File: src/sscr_pkg.sv
// Purpose: Constants and carrier types for the sequencer configuration bank
// Assumes: 9-bit register address, 16-bit data, one system clock
// Notes:   Offsets are the absolute register addresses of the bank
package sscr_pkg;
   // ---------------------------------------------------------------
   // Register addresses
   // ---------------------------------------------------------------
   localparam logic [8:0] ADDR_MEAN_LOCK  = 9'h0BA;
   localparam logic [8:0] ADDR_EXPOSURE   = 9'h0BB;
   localparam logic [8:0] ADDR_GAIN       = 9'h0BC;
   localparam logic [8:0] ADDR_SPARE_STAT = 9'h0BD;
   localparam logic [8:0] ADDR_MAIN_CTRL  = 9'h0C0;
   localparam logic [8:0] ADDR_DELAYS     = 9'h0C1;
   localparam logic [8:0] ADDR_INTEG      = 9'h0C2;
   localparam logic [8:0] ADDR_WINDOW     = 9'h0C3;
   localparam logic [8:0] ADDR_SPARE_CTRL = 9'h0C4;
   localparam logic [8:0] ADDR_DARK_ROW   = 9'h0C5;
   localparam logic [8:0] ADDR_PAD_ROWS   = 9'h0C6;

   // ---------------------------------------------------------------
   // Reset values and writable masks
   // ---------------------------------------------------------------
   localparam logic [15:0] RST_MAIN_CTRL  = 16'h0000;
   localparam logic [15:0] RST_DELAYS     = 16'h0000;
   localparam logic [15:0] RST_INTEG      = 16'h0004;
   localparam logic [15:0] RST_WINDOW     = 16'h0001;
   localparam logic [15:0] RST_SPARE_CTRL = 16'h0000;
   localparam logic [15:0] RST_DARK_ROW   = 16'h0102;
   localparam logic [15:0] RST_PAD_ROWS   = 16'h0000;
   localparam logic [15:0] MASK_MAIN_CTRL = 16'h3DF3;
   localparam logic [15:0] MASK_INTEG     = 16'h0007;
   localparam logic [15:0] MASK_WINDOW    = 16'h00FF;
   localparam logic [15:0] MASK_DARK_ROW  = 16'h01FF;
   localparam logic [15:0] MASK_PAD_ROWS  = 16'h0FFF;
   localparam logic [15:0] MASK_MEAN_LOCK = 16'h13FF;

   // ---------------------------------------------------------------
   // Field positions and limits
   // ---------------------------------------------------------------
   localparam int BIT_ENABLE    = 0;
   localparam int BIT_ROLLING   = 1;
   localparam int BIT_TRIGGER   = 4;
   localparam int BIT_FOLLOWER  = 5;
   localparam int BIT_WAIT_EN   = 6;
   localparam int BIT_SUBSAMPLE = 7;
   localparam int BIT_BINNING   = 8;
   localparam int BIT_AEC_WIN   = 10;
   localparam int MON_LSB       = 11;
   localparam int BIT_DUAL      = 0;
   localparam int BIT_TRIPLE    = 1;
   localparam int BIT_PERIOD    = 2;
   localparam int BIT_BLANK     = 8;
   localparam int BIT_LOCK      = 12;
   localparam logic [7:0]  DARK_ROWS_MIN = 8'h01;
   localparam logic [11:0] PAD_ROWS_MAX  = 12'h7FF;

   // ---------------------------------------------------------------
   // Carrier types
   // ---------------------------------------------------------------
   typedef struct packed {
      logic [15:0] exposure;
      logic [1:0]  analogGainFirst;
      logic [1:0]  analogGainSecond;
      logic [11:0] digitalGain;   // Unsigned 5.7
      logic [9:0]  mean;
      logic        locked;
   } sscr_aec_status_t;

   typedef struct packed {
      logic        sequencerRun;
      logic        rollingShutter;
      logic        triggeredFrames;
      logic        timingFollower;
      logic        postOverheadWaitEn;
      logic [7:0]  postOverheadWait;
      logic        subsampling;
      logic        binning;
      logic        aecWindowOnly;
      logic [2:0]  monitorSelect;
      logic [7:0]  lineReadoutExtension;
      logic        dualSlope;
      logic        tripleSlope;
      logic        periodMeaningSelect;
      logic [7:0]  windowSelect;
      logic [7:0]  darkRows;
      logic        blankFirstLine;
      logic [11:0] paddingRows;
   } sscr_seq_cfg_t;
endpackage

File: src/sscr_sensor_sequencer_config_regs.sv
// Function
// - Enable bit idles or runs sequencer
// - Bit 1 picks global or rolling
// - Triggered frames, global shutter only
// - Follower timing, global shutter only
// - Wait bit inserts post-overhead delay
// - Wait length from delay bits 15:8
// - Subsampling on or off
// - Binning on or off
// - Statistics over all or window
// - Monitor pin source select
// - Rolling line readout extension length
// - Dual slope, global shutter only
// - Triple slope, global shutter only
// - Period meaning select, resets one
// - Dark rows 1..255, never zero
// - Blank first line when set
// - Padding rows rolling only, max 2047
// - Report mean and lock, read only
// - Report exposure and gain, read only
// - Period counts in multiplier units
//
// Purpose: Configuration bank of the frame sequencer with loop readback
// Assumes: Serial port logic delivers decoded one-cycle write/read strobes
// Notes:   Read data is registered, valid one cycle after the read strobe
`timescale 1ns/10ps
`default_nettype none
module sscr_sensor_sequencer_config_regs #(
   parameter int unsigned DATA_W = 16
) (
   input  wire logic                      clk,
   input  wire logic                      srst,
   input  wire logic                      regWrite,
   input  wire logic                      regRead,
   input  wire logic [8:0]                regAddr,
   input  wire logic [DATA_W-1:0]         regWdata,
   input  wire sscr_pkg::sscr_aec_status_t aecStatus,
   output logic [DATA_W-1:0]              regRdata,
   output logic                           regRvalid,
   output sscr_pkg::sscr_seq_cfg_t        seqCfg
);

   // ---------------------------------------------------------------
   // Storage
   // ---------------------------------------------------------------
   logic [15:0] mainCtrl_reg;
   logic [15:0] delays_reg;
   logic [15:0] integ_reg;
   logic [15:0] window_reg;
   logic [15:0] spareCtrl_reg;
   logic [15:0] darkRow_reg;
   logic [15:0] padRows_reg;
   logic [15:0] meanLock_reg;
   logic [15:0] exposure_reg;
   logic [15:0] gain_reg;
   logic [15:0] rdata_next;
   sscr_pkg::sscr_seq_cfg_t cfg_next;

   // Write strobe decode shared by all writable registers
   function automatic logic hit(input logic [8:0] a);
      return regWrite && (regAddr == a);
   endfunction

   // ---------------------------------------------------------------
   // Control writes
   // ---------------------------------------------------------------
   // Reserved bits are masked so they always read back as zero
   always_ff @(posedge clk) begin
      if (srst) begin
         mainCtrl_reg <= sscr_pkg::RST_MAIN_CTRL;  // Idle at reset
      end else if (hit(sscr_pkg::ADDR_MAIN_CTRL)) begin
         mainCtrl_reg <= regWdata & sscr_pkg::MASK_MAIN_CTRL;
      end
   end

   // Delay register is fully writable
   always_ff @(posedge clk) begin
      if (srst) begin
         delays_reg <= sscr_pkg::RST_DELAYS;
      end else if (hit(sscr_pkg::ADDR_DELAYS)) begin
         delays_reg <= regWdata;
      end
   end

   // Period meaning bit resets to frame length
   always_ff @(posedge clk) begin
      if (srst) begin
         integ_reg <= sscr_pkg::RST_INTEG;
      end else if (hit(sscr_pkg::ADDR_INTEG)) begin
         integ_reg <= regWdata & sscr_pkg::MASK_INTEG;
      end
   end

   // Window selection
   always_ff @(posedge clk) begin
      if (srst) begin
         window_reg <= sscr_pkg::RST_WINDOW;
      end else if (hit(sscr_pkg::ADDR_WINDOW)) begin
         window_reg <= regWdata & sscr_pkg::MASK_WINDOW;
      end
   end

   // Spare control word is kept as plain storage
   always_ff @(posedge clk) begin
      if (srst) begin
         spareCtrl_reg <= sscr_pkg::RST_SPARE_CTRL;
      end else if (hit(sscr_pkg::ADDR_SPARE_CTRL)) begin
         spareCtrl_reg <= regWdata;
      end
   end

   // A zero dark-row count would stall the frame, so it is lifted to one
   always_ff @(posedge clk) begin
      if (srst) begin
         darkRow_reg <= sscr_pkg::RST_DARK_ROW;
      end else if (hit(sscr_pkg::ADDR_DARK_ROW)) begin
         darkRow_reg <= regWdata & sscr_pkg::MASK_DARK_ROW;
         if (regWdata[7:0] == 8'h00) begin
            darkRow_reg[7:0] <= sscr_pkg::DARK_ROWS_MIN;
         end
      end
   end

   // Padding count above 2047 saturates rather than wrapping
   always_ff @(posedge clk) begin
      if (srst) begin
         padRows_reg <= sscr_pkg::RST_PAD_ROWS;
      end else if (hit(sscr_pkg::ADDR_PAD_ROWS)) begin
         if ((regWdata[11:0]) > sscr_pkg::PAD_ROWS_MAX) begin
            padRows_reg <= {4'h0, sscr_pkg::PAD_ROWS_MAX};
         end else begin
            padRows_reg <= regWdata & sscr_pkg::MASK_PAD_ROWS;
         end
      end
   end

   // ---------------------------------------------------------------
   // Loop status capture
   // ---------------------------------------------------------------
   // Captured from the loop every cycle; bus writes never touch them
   always_ff @(posedge clk) begin
      if (srst) begin
         meanLock_reg <= 16'h0000;
         exposure_reg <= 16'h0000;
         gain_reg     <= 16'h0000;
      end else begin
         meanLock_reg <= {3'h0, aecStatus.locked, 2'h0,
                          aecStatus.mean};
         exposure_reg <= aecStatus.exposure;
         gain_reg     <= {aecStatus.digitalGain,
                          aecStatus.analogGainSecond,
                          aecStatus.analogGainFirst};
      end
   end

   // ---------------------------------------------------------------
   // Read mux
   // ---------------------------------------------------------------
   // Unmapped addresses read as zero
   always_comb begin
      case (regAddr)
         sscr_pkg::ADDR_MEAN_LOCK:  rdata_next = meanLock_reg;
         sscr_pkg::ADDR_EXPOSURE:   rdata_next = exposure_reg;
         sscr_pkg::ADDR_GAIN:       rdata_next = gain_reg;
         sscr_pkg::ADDR_MAIN_CTRL:  rdata_next = mainCtrl_reg;
         sscr_pkg::ADDR_DELAYS:     rdata_next = delays_reg;
         sscr_pkg::ADDR_INTEG:      rdata_next = integ_reg;
         sscr_pkg::ADDR_WINDOW:     rdata_next = window_reg;
         sscr_pkg::ADDR_SPARE_CTRL: rdata_next = spareCtrl_reg;
         sscr_pkg::ADDR_DARK_ROW:   rdata_next = darkRow_reg;
         sscr_pkg::ADDR_PAD_ROWS:   rdata_next = padRows_reg;
         default:                   rdata_next = 16'h0000;
      endcase
   end

   // Registered read answer
   always_ff @(posedge clk) begin
      if (srst) begin
         regRdata  <= '0;
         regRvalid <= 1'b0;
      end else begin
         regRvalid <= regRead;
         if (regRead) begin
            regRdata <= DATA_W'(rdata_next);
         end
      end
   end

   // ---------------------------------------------------------------
   // Effective sequencer configuration
   // ---------------------------------------------------------------
   // Global-only options are gated off in rolling mode so the sequencer
   // never sees a combination it cannot honour
   always_comb begin
      logic gs;
      gs = ~mainCtrl_reg[sscr_pkg::BIT_ROLLING];
      cfg_next.sequencerRun    = mainCtrl_reg[sscr_pkg::BIT_ENABLE];
      cfg_next.rollingShutter  = ~gs;
      cfg_next.triggeredFrames = gs &
                                 mainCtrl_reg[sscr_pkg::BIT_TRIGGER];
      cfg_next.timingFollower  = gs &
                                 mainCtrl_reg[sscr_pkg::BIT_FOLLOWER];
      cfg_next.postOverheadWaitEn =
         mainCtrl_reg[sscr_pkg::BIT_WAIT_EN];
      cfg_next.postOverheadWait =
         mainCtrl_reg[sscr_pkg::BIT_WAIT_EN] ? delays_reg[15:8]
                                             : 8'h00;
      cfg_next.subsampling   = mainCtrl_reg[sscr_pkg::BIT_SUBSAMPLE];
      cfg_next.binning       = mainCtrl_reg[sscr_pkg::BIT_BINNING];
      cfg_next.aecWindowOnly = mainCtrl_reg[sscr_pkg::BIT_AEC_WIN];
      cfg_next.monitorSelect =
         mainCtrl_reg[sscr_pkg::MON_LSB +: 3];
      cfg_next.lineReadoutExtension =
         gs ? 8'h00 : delays_reg[7:0];
      cfg_next.dualSlope   = gs & integ_reg[sscr_pkg::BIT_DUAL];
      cfg_next.tripleSlope = gs & integ_reg[sscr_pkg::BIT_TRIPLE];
      // Period counts in multiplier units, applied by the timer
      cfg_next.periodMeaningSelect = integ_reg[sscr_pkg::BIT_PERIOD];
      cfg_next.windowSelect   = window_reg[7:0];
      cfg_next.darkRows       = darkRow_reg[7:0];
      cfg_next.blankFirstLine = darkRow_reg[sscr_pkg::BIT_BLANK];
      cfg_next.paddingRows    = gs ? 12'h000 : padRows_reg[11:0];
   end

   // Configuration output comes straight from a flip-flop
   always_ff @(posedge clk) begin
      if (srst) begin
         seqCfg <= '0;
         seqCfg.periodMeaningSelect <= 1'b1;
         seqCfg.windowSelect        <= sscr_pkg::RST_WINDOW[7:0];
         seqCfg.darkRows            <= sscr_pkg::RST_DARK_ROW[7:0];
         seqCfg.blankFirstLine      <= 1'b1;
      end else begin
         seqCfg <= cfg_next;
      end
   end

endmodule // sscr_sensor_sequencer_config_regs
`default_nettype wire

File: config.mk
export PLATFORM = sky130hd
export DESIGN_NAME = sscr_sensor_sequencer_config_regs
export DESIGN_NICKNAME = d
export VERILOG_FILES = /design/src/sscr_pkg.sv /design/src/sscr_sensor_sequencer_config_regs.sv
export SDC_FILE = /design/constraint.sdc
export NUM_CORES = 1
export LEC_CHECK = 0
export ABC_AREA = 1
export BUFFER_PORTS_ARGS = -buffer_cell sky130_fd_sc_hd__buf_4
export CAP_MARGIN = 20
export CORE_ASPECT_RATIO = 1.5
export CORE_UTILIZATION = 54
export DETAILED_ROUTE_END_ITERATION = 16
export MAX_ROUTING_LAYER = met4
export PLACE_DENSITY_LB_ADDON = 0.08
export SLEW_MARGIN = 20
export SYNTH_ARGS = -nofsm -noshare
export SYNTH_HDL_FRONTEND = slang
export SYNTH_SLANG_ARGS = --single-unit
File: constraint.sdc
create_clock -name clk -period 1.6 [get_ports clk]
set_input_delay 0.16 -clock clk [delete_from_list [all_inputs] [get_ports clk]]
set_output_delay 0.16 -clock clk [all_outputs]
set_load 0.02 [all_outputs]
==> impl_metrics.py <==
metrics = {
    "synth": {
        "ys_seq_elements": 194,
        "synth_edf_count": 0,
        "syn_inst": 950,
        "yosys_most_used_dff": "dfxtp_1",
        "yosysTopAreaCellShare": 0.525,
        "syn-num-nets": 1022,
        "synth-async-reset-ratio": 0,
        "synth_most_common_cell": "dfxtp_1",
        "ys_types": 31,
        "yosysSeqAreaShare": 0.525,
        "avgSynthCellArea_um2": 7.79,
        "synth_top_area_cell": "dfxtp_1",
        "ys_top_cells_by_count": "194 x dfxtp_1, 167 x nor2_1, 155 x inv_1",
        "synth_area_um2": 7400,
        "ys_warn_count": 0,
        "synth_area_leaders": "dfxtp_1 53%, nor2_1 8.5%, inv_1 7.9%",
    },
    "pwr": {
        "p_leak_nw": 4.58,
        "seqPwrFrac": 0.497,
        "comb_power_share": 0.064,
        "power.switching_mw": 2.51,
        "p_per_area_nw_per_um2": 978,
        "switching_share": 0.254,
        "irDropWorstVdd_uv": 689,
        "clock_power_share": 0.438,
        "p_int_mw": 7.35,
    },
    "final_layout": {
        "final_cell_area_um2": 10100,
        "layout-drive-gt1-share": 0.225,
        "multi_input_area_um2": 2680,
        "nFillCells": 1075,
        "seq_area_um2": 3880,
        "num_antenna_cells": 0,
        "finalNonFillerCells": 1351,
        "nNetsFinal": 1248,
        "largest_reg_flops": 59,
        "syn_to_final_growth_pct": 36.3,
        "largest-register": "seqCfg",
    },
    "sta": {
        "fmax_ghz": 0.760,
        "min_period_ps": 1320,
        "finalSetupViolCount": 0,
        "drv_slew": 0,
        "finalClockSkew_ps": 13.8,
        "slew_headroom": 0.598,
        "rsz0062_at_grt": "false",
        "whs_ps": 16.2,
        "worst_pin_slew_ps": 602,
        "hold_viol_final": 0,
        "finalCritPeriodShare": 0.822,
    },
    "place": {
        "dp_hpwl_mm": 16.4,
        "dp.cells": 1272,
        "place_area_um2": 8990,
        "globalplace.congestion": 0.992,
        "io_buffers": 147,
    },
    "setup_path": {
        "cp.arrival_ps": 1610,
        "startpoint_type": "flop",
        "crit_path_end_kind": "flop",
        "rrSetupSlack_ps": 280,
        "path_class": "reg2reg",
        "cp.required_ps": 1900,
        "critPathMaxFanout": 20,
    },
    "global_routing": {
        "grt_pass1_wl_mm": 34.7,
        "grt_use_total": 0.329,
        "grt_pass1_vias": 6549,
        "grt_overflow": 0,
        "grt_antenna_before_repair": 0,
        "grt_max_degree": 73,
    },
    "clock_network": {
        "cts.root.buffer_cell": "clkbuf_16",
        "post_cts_buffers": 0,
        "cts_made_buffers": 17,
        "clk_pin_slew_worst_paths_ps": 80,
        "cts_buffer_depth": 2,
        "insertion_delay_ps": 430,
        "cts_tree": "yes",
        "htree_levels": 4,
        "clock-sinks": 194,
    },
    "die": {
        "core_um2": 13400,
        "ios": 148,
        "dieHeight_um": 145,
        "die-area_um2": 14200,
        "die_x_um": 97.6,
        "initial_core_util": 0.552,
        "rows": 52,
    },
    "drt": {
        "drt_iter0_drc": 511,
        "vias": 6980,
        "drt-vias-per-instance": 5.17,
        "finalWirelength_mm": 22.6,
        "wl_per_cell_um": 16.7,
        "drc": 0,
        "ant_nets": 0,
        "firstDrtPassIters": 6,
    },
    "outcome": {
        "status": "complete, no violations",
    },
    "flow_run": {
        "maxCapViolations": 0,
    },
    "worst_hold_path": {
        "min_path_type": "in2reg",
    },
}
==> cells by family (layout without fill, tap and decap cells) <==
| group | Yosys count | count (layout) | share of synthesized area |
|---|---|---|---|
| compound gates | 141 | 141 | 0.109 |
| buf+inv | 204 | 443 | 0.113 |
| flops | 194 | 194 | 0.525 |
| simple gates | 411 | 411 | 0.253 |
==> power by group through the flow <==
stage	Clock, mW	Combinational (mW)	Sequential (mW)
2_1_floorplan	0	0.222	5.01
3_3_place_gp	0	0.522	5.02
3_5_place_dp	0	0.525	5.02
4_1_cts	4.34	0.619	4.90
5_1_grt	4.54	0.679	4.91
6_report	4.32	0.634	4.90
==> placed cells by master (no fill, tap or decap) <==
master / Yosys / final
clkbuf_16: 0 / 17
nor2_4: 4 / 4
nand3_2: 5 / 5
clkinv_1: 2 / 2
a211oi_1: 33 / 33
inv_2: 2 / 2
o21ai_0: 48 / 48
nand2_4: 2 / 2
clkbuf_8: 0 / 1
o31a_1: 1 / 1
dlygate4sd3_1: 0 / 47
nand3b_1: 1 / 1
o211ai_1: 4 / 4
inv_12: 0 / 1
dfxtp_1: 194 / 194
nand3_1: 73 / 73
clkinv_4: 0 / 1
inv_1: 155 / 155
buf_4: 5 / 198
or2_2: 4 / 4
nand4_1: 21 / 21
inv_6: 0 / 5
nor3_2: 2 / 2
nand3_4: 1 / 1
a21oi_1: 54 / 54
nand2_2: 2 / 2
nor2_8: 1 / 1
a211oi_2: 1 / 1
nor4_1: 1 / 1
nor3_1: 21 / 21
clkinv_8: 0 / 6
nand2_1: 99 / 99
buf_12: 0 / 7
nor2_1: 167 / 167
nor2_2: 7 / 7
inv_8: 0 / 1
==> timing repair <==
item                                   CTS  global route
endpoints found under the hold margin   47             0
hold buffers                            47             0
gates resized for setup                  0             0
==> layout make-up <==
type                       instances  share of cell area
clock inverter                    14              0.0176
clock buffer                      18              0.0436
inverter                         159              0.0592
tap                              162              0.0201
sequential                       194               0.385
multi-input combinational        552               0.266
timing repair buffer             252               0.208
==> worst paths after layout <==
path	startpoint	end	cells after the start
max	mainCtrl_reg[1]	seqCfg[11]	4
min reg2reg	darkRow_reg[2]	seqCfg[15]	2
min	regWdata[13]	mainCtrl_reg[13]	3
max reg2reg	mainCtrl_reg[1]	seqCfg[11]	4
==> critical path: stages, from the launching register on <==
cell and delay [ps]:
dfxtp_1 340, inv_1 190, nor2_1 80, inv_1 450, nor2_1 100
==> per-layer routing <==
metal,vias up,routed length [um],GRT usage
met1,3178,9110,0.392
met5,-,0,-
met2,292,11400,0.562
met4,0,662,0.113
li1,3464,-,-
met3,46,1410,0.0519
==> stage by stage <==
stage | power, mW | setup WS [ps] | utilization | TNS, ps
finish | 9.86 | 285 | 0.752 | 0
global route | 10.1 | 164 | 0.752 | 0
CTS | 9.86 | 280 | 0.752 | 0
detailed placement | 5.54 | -99.9 | 0.671 | -377
global placement | 5.54 | -104 | 0.671 | -300
floorplan | 5.24 | 263 | - | 0
Power figures use the tool's default switching activity.
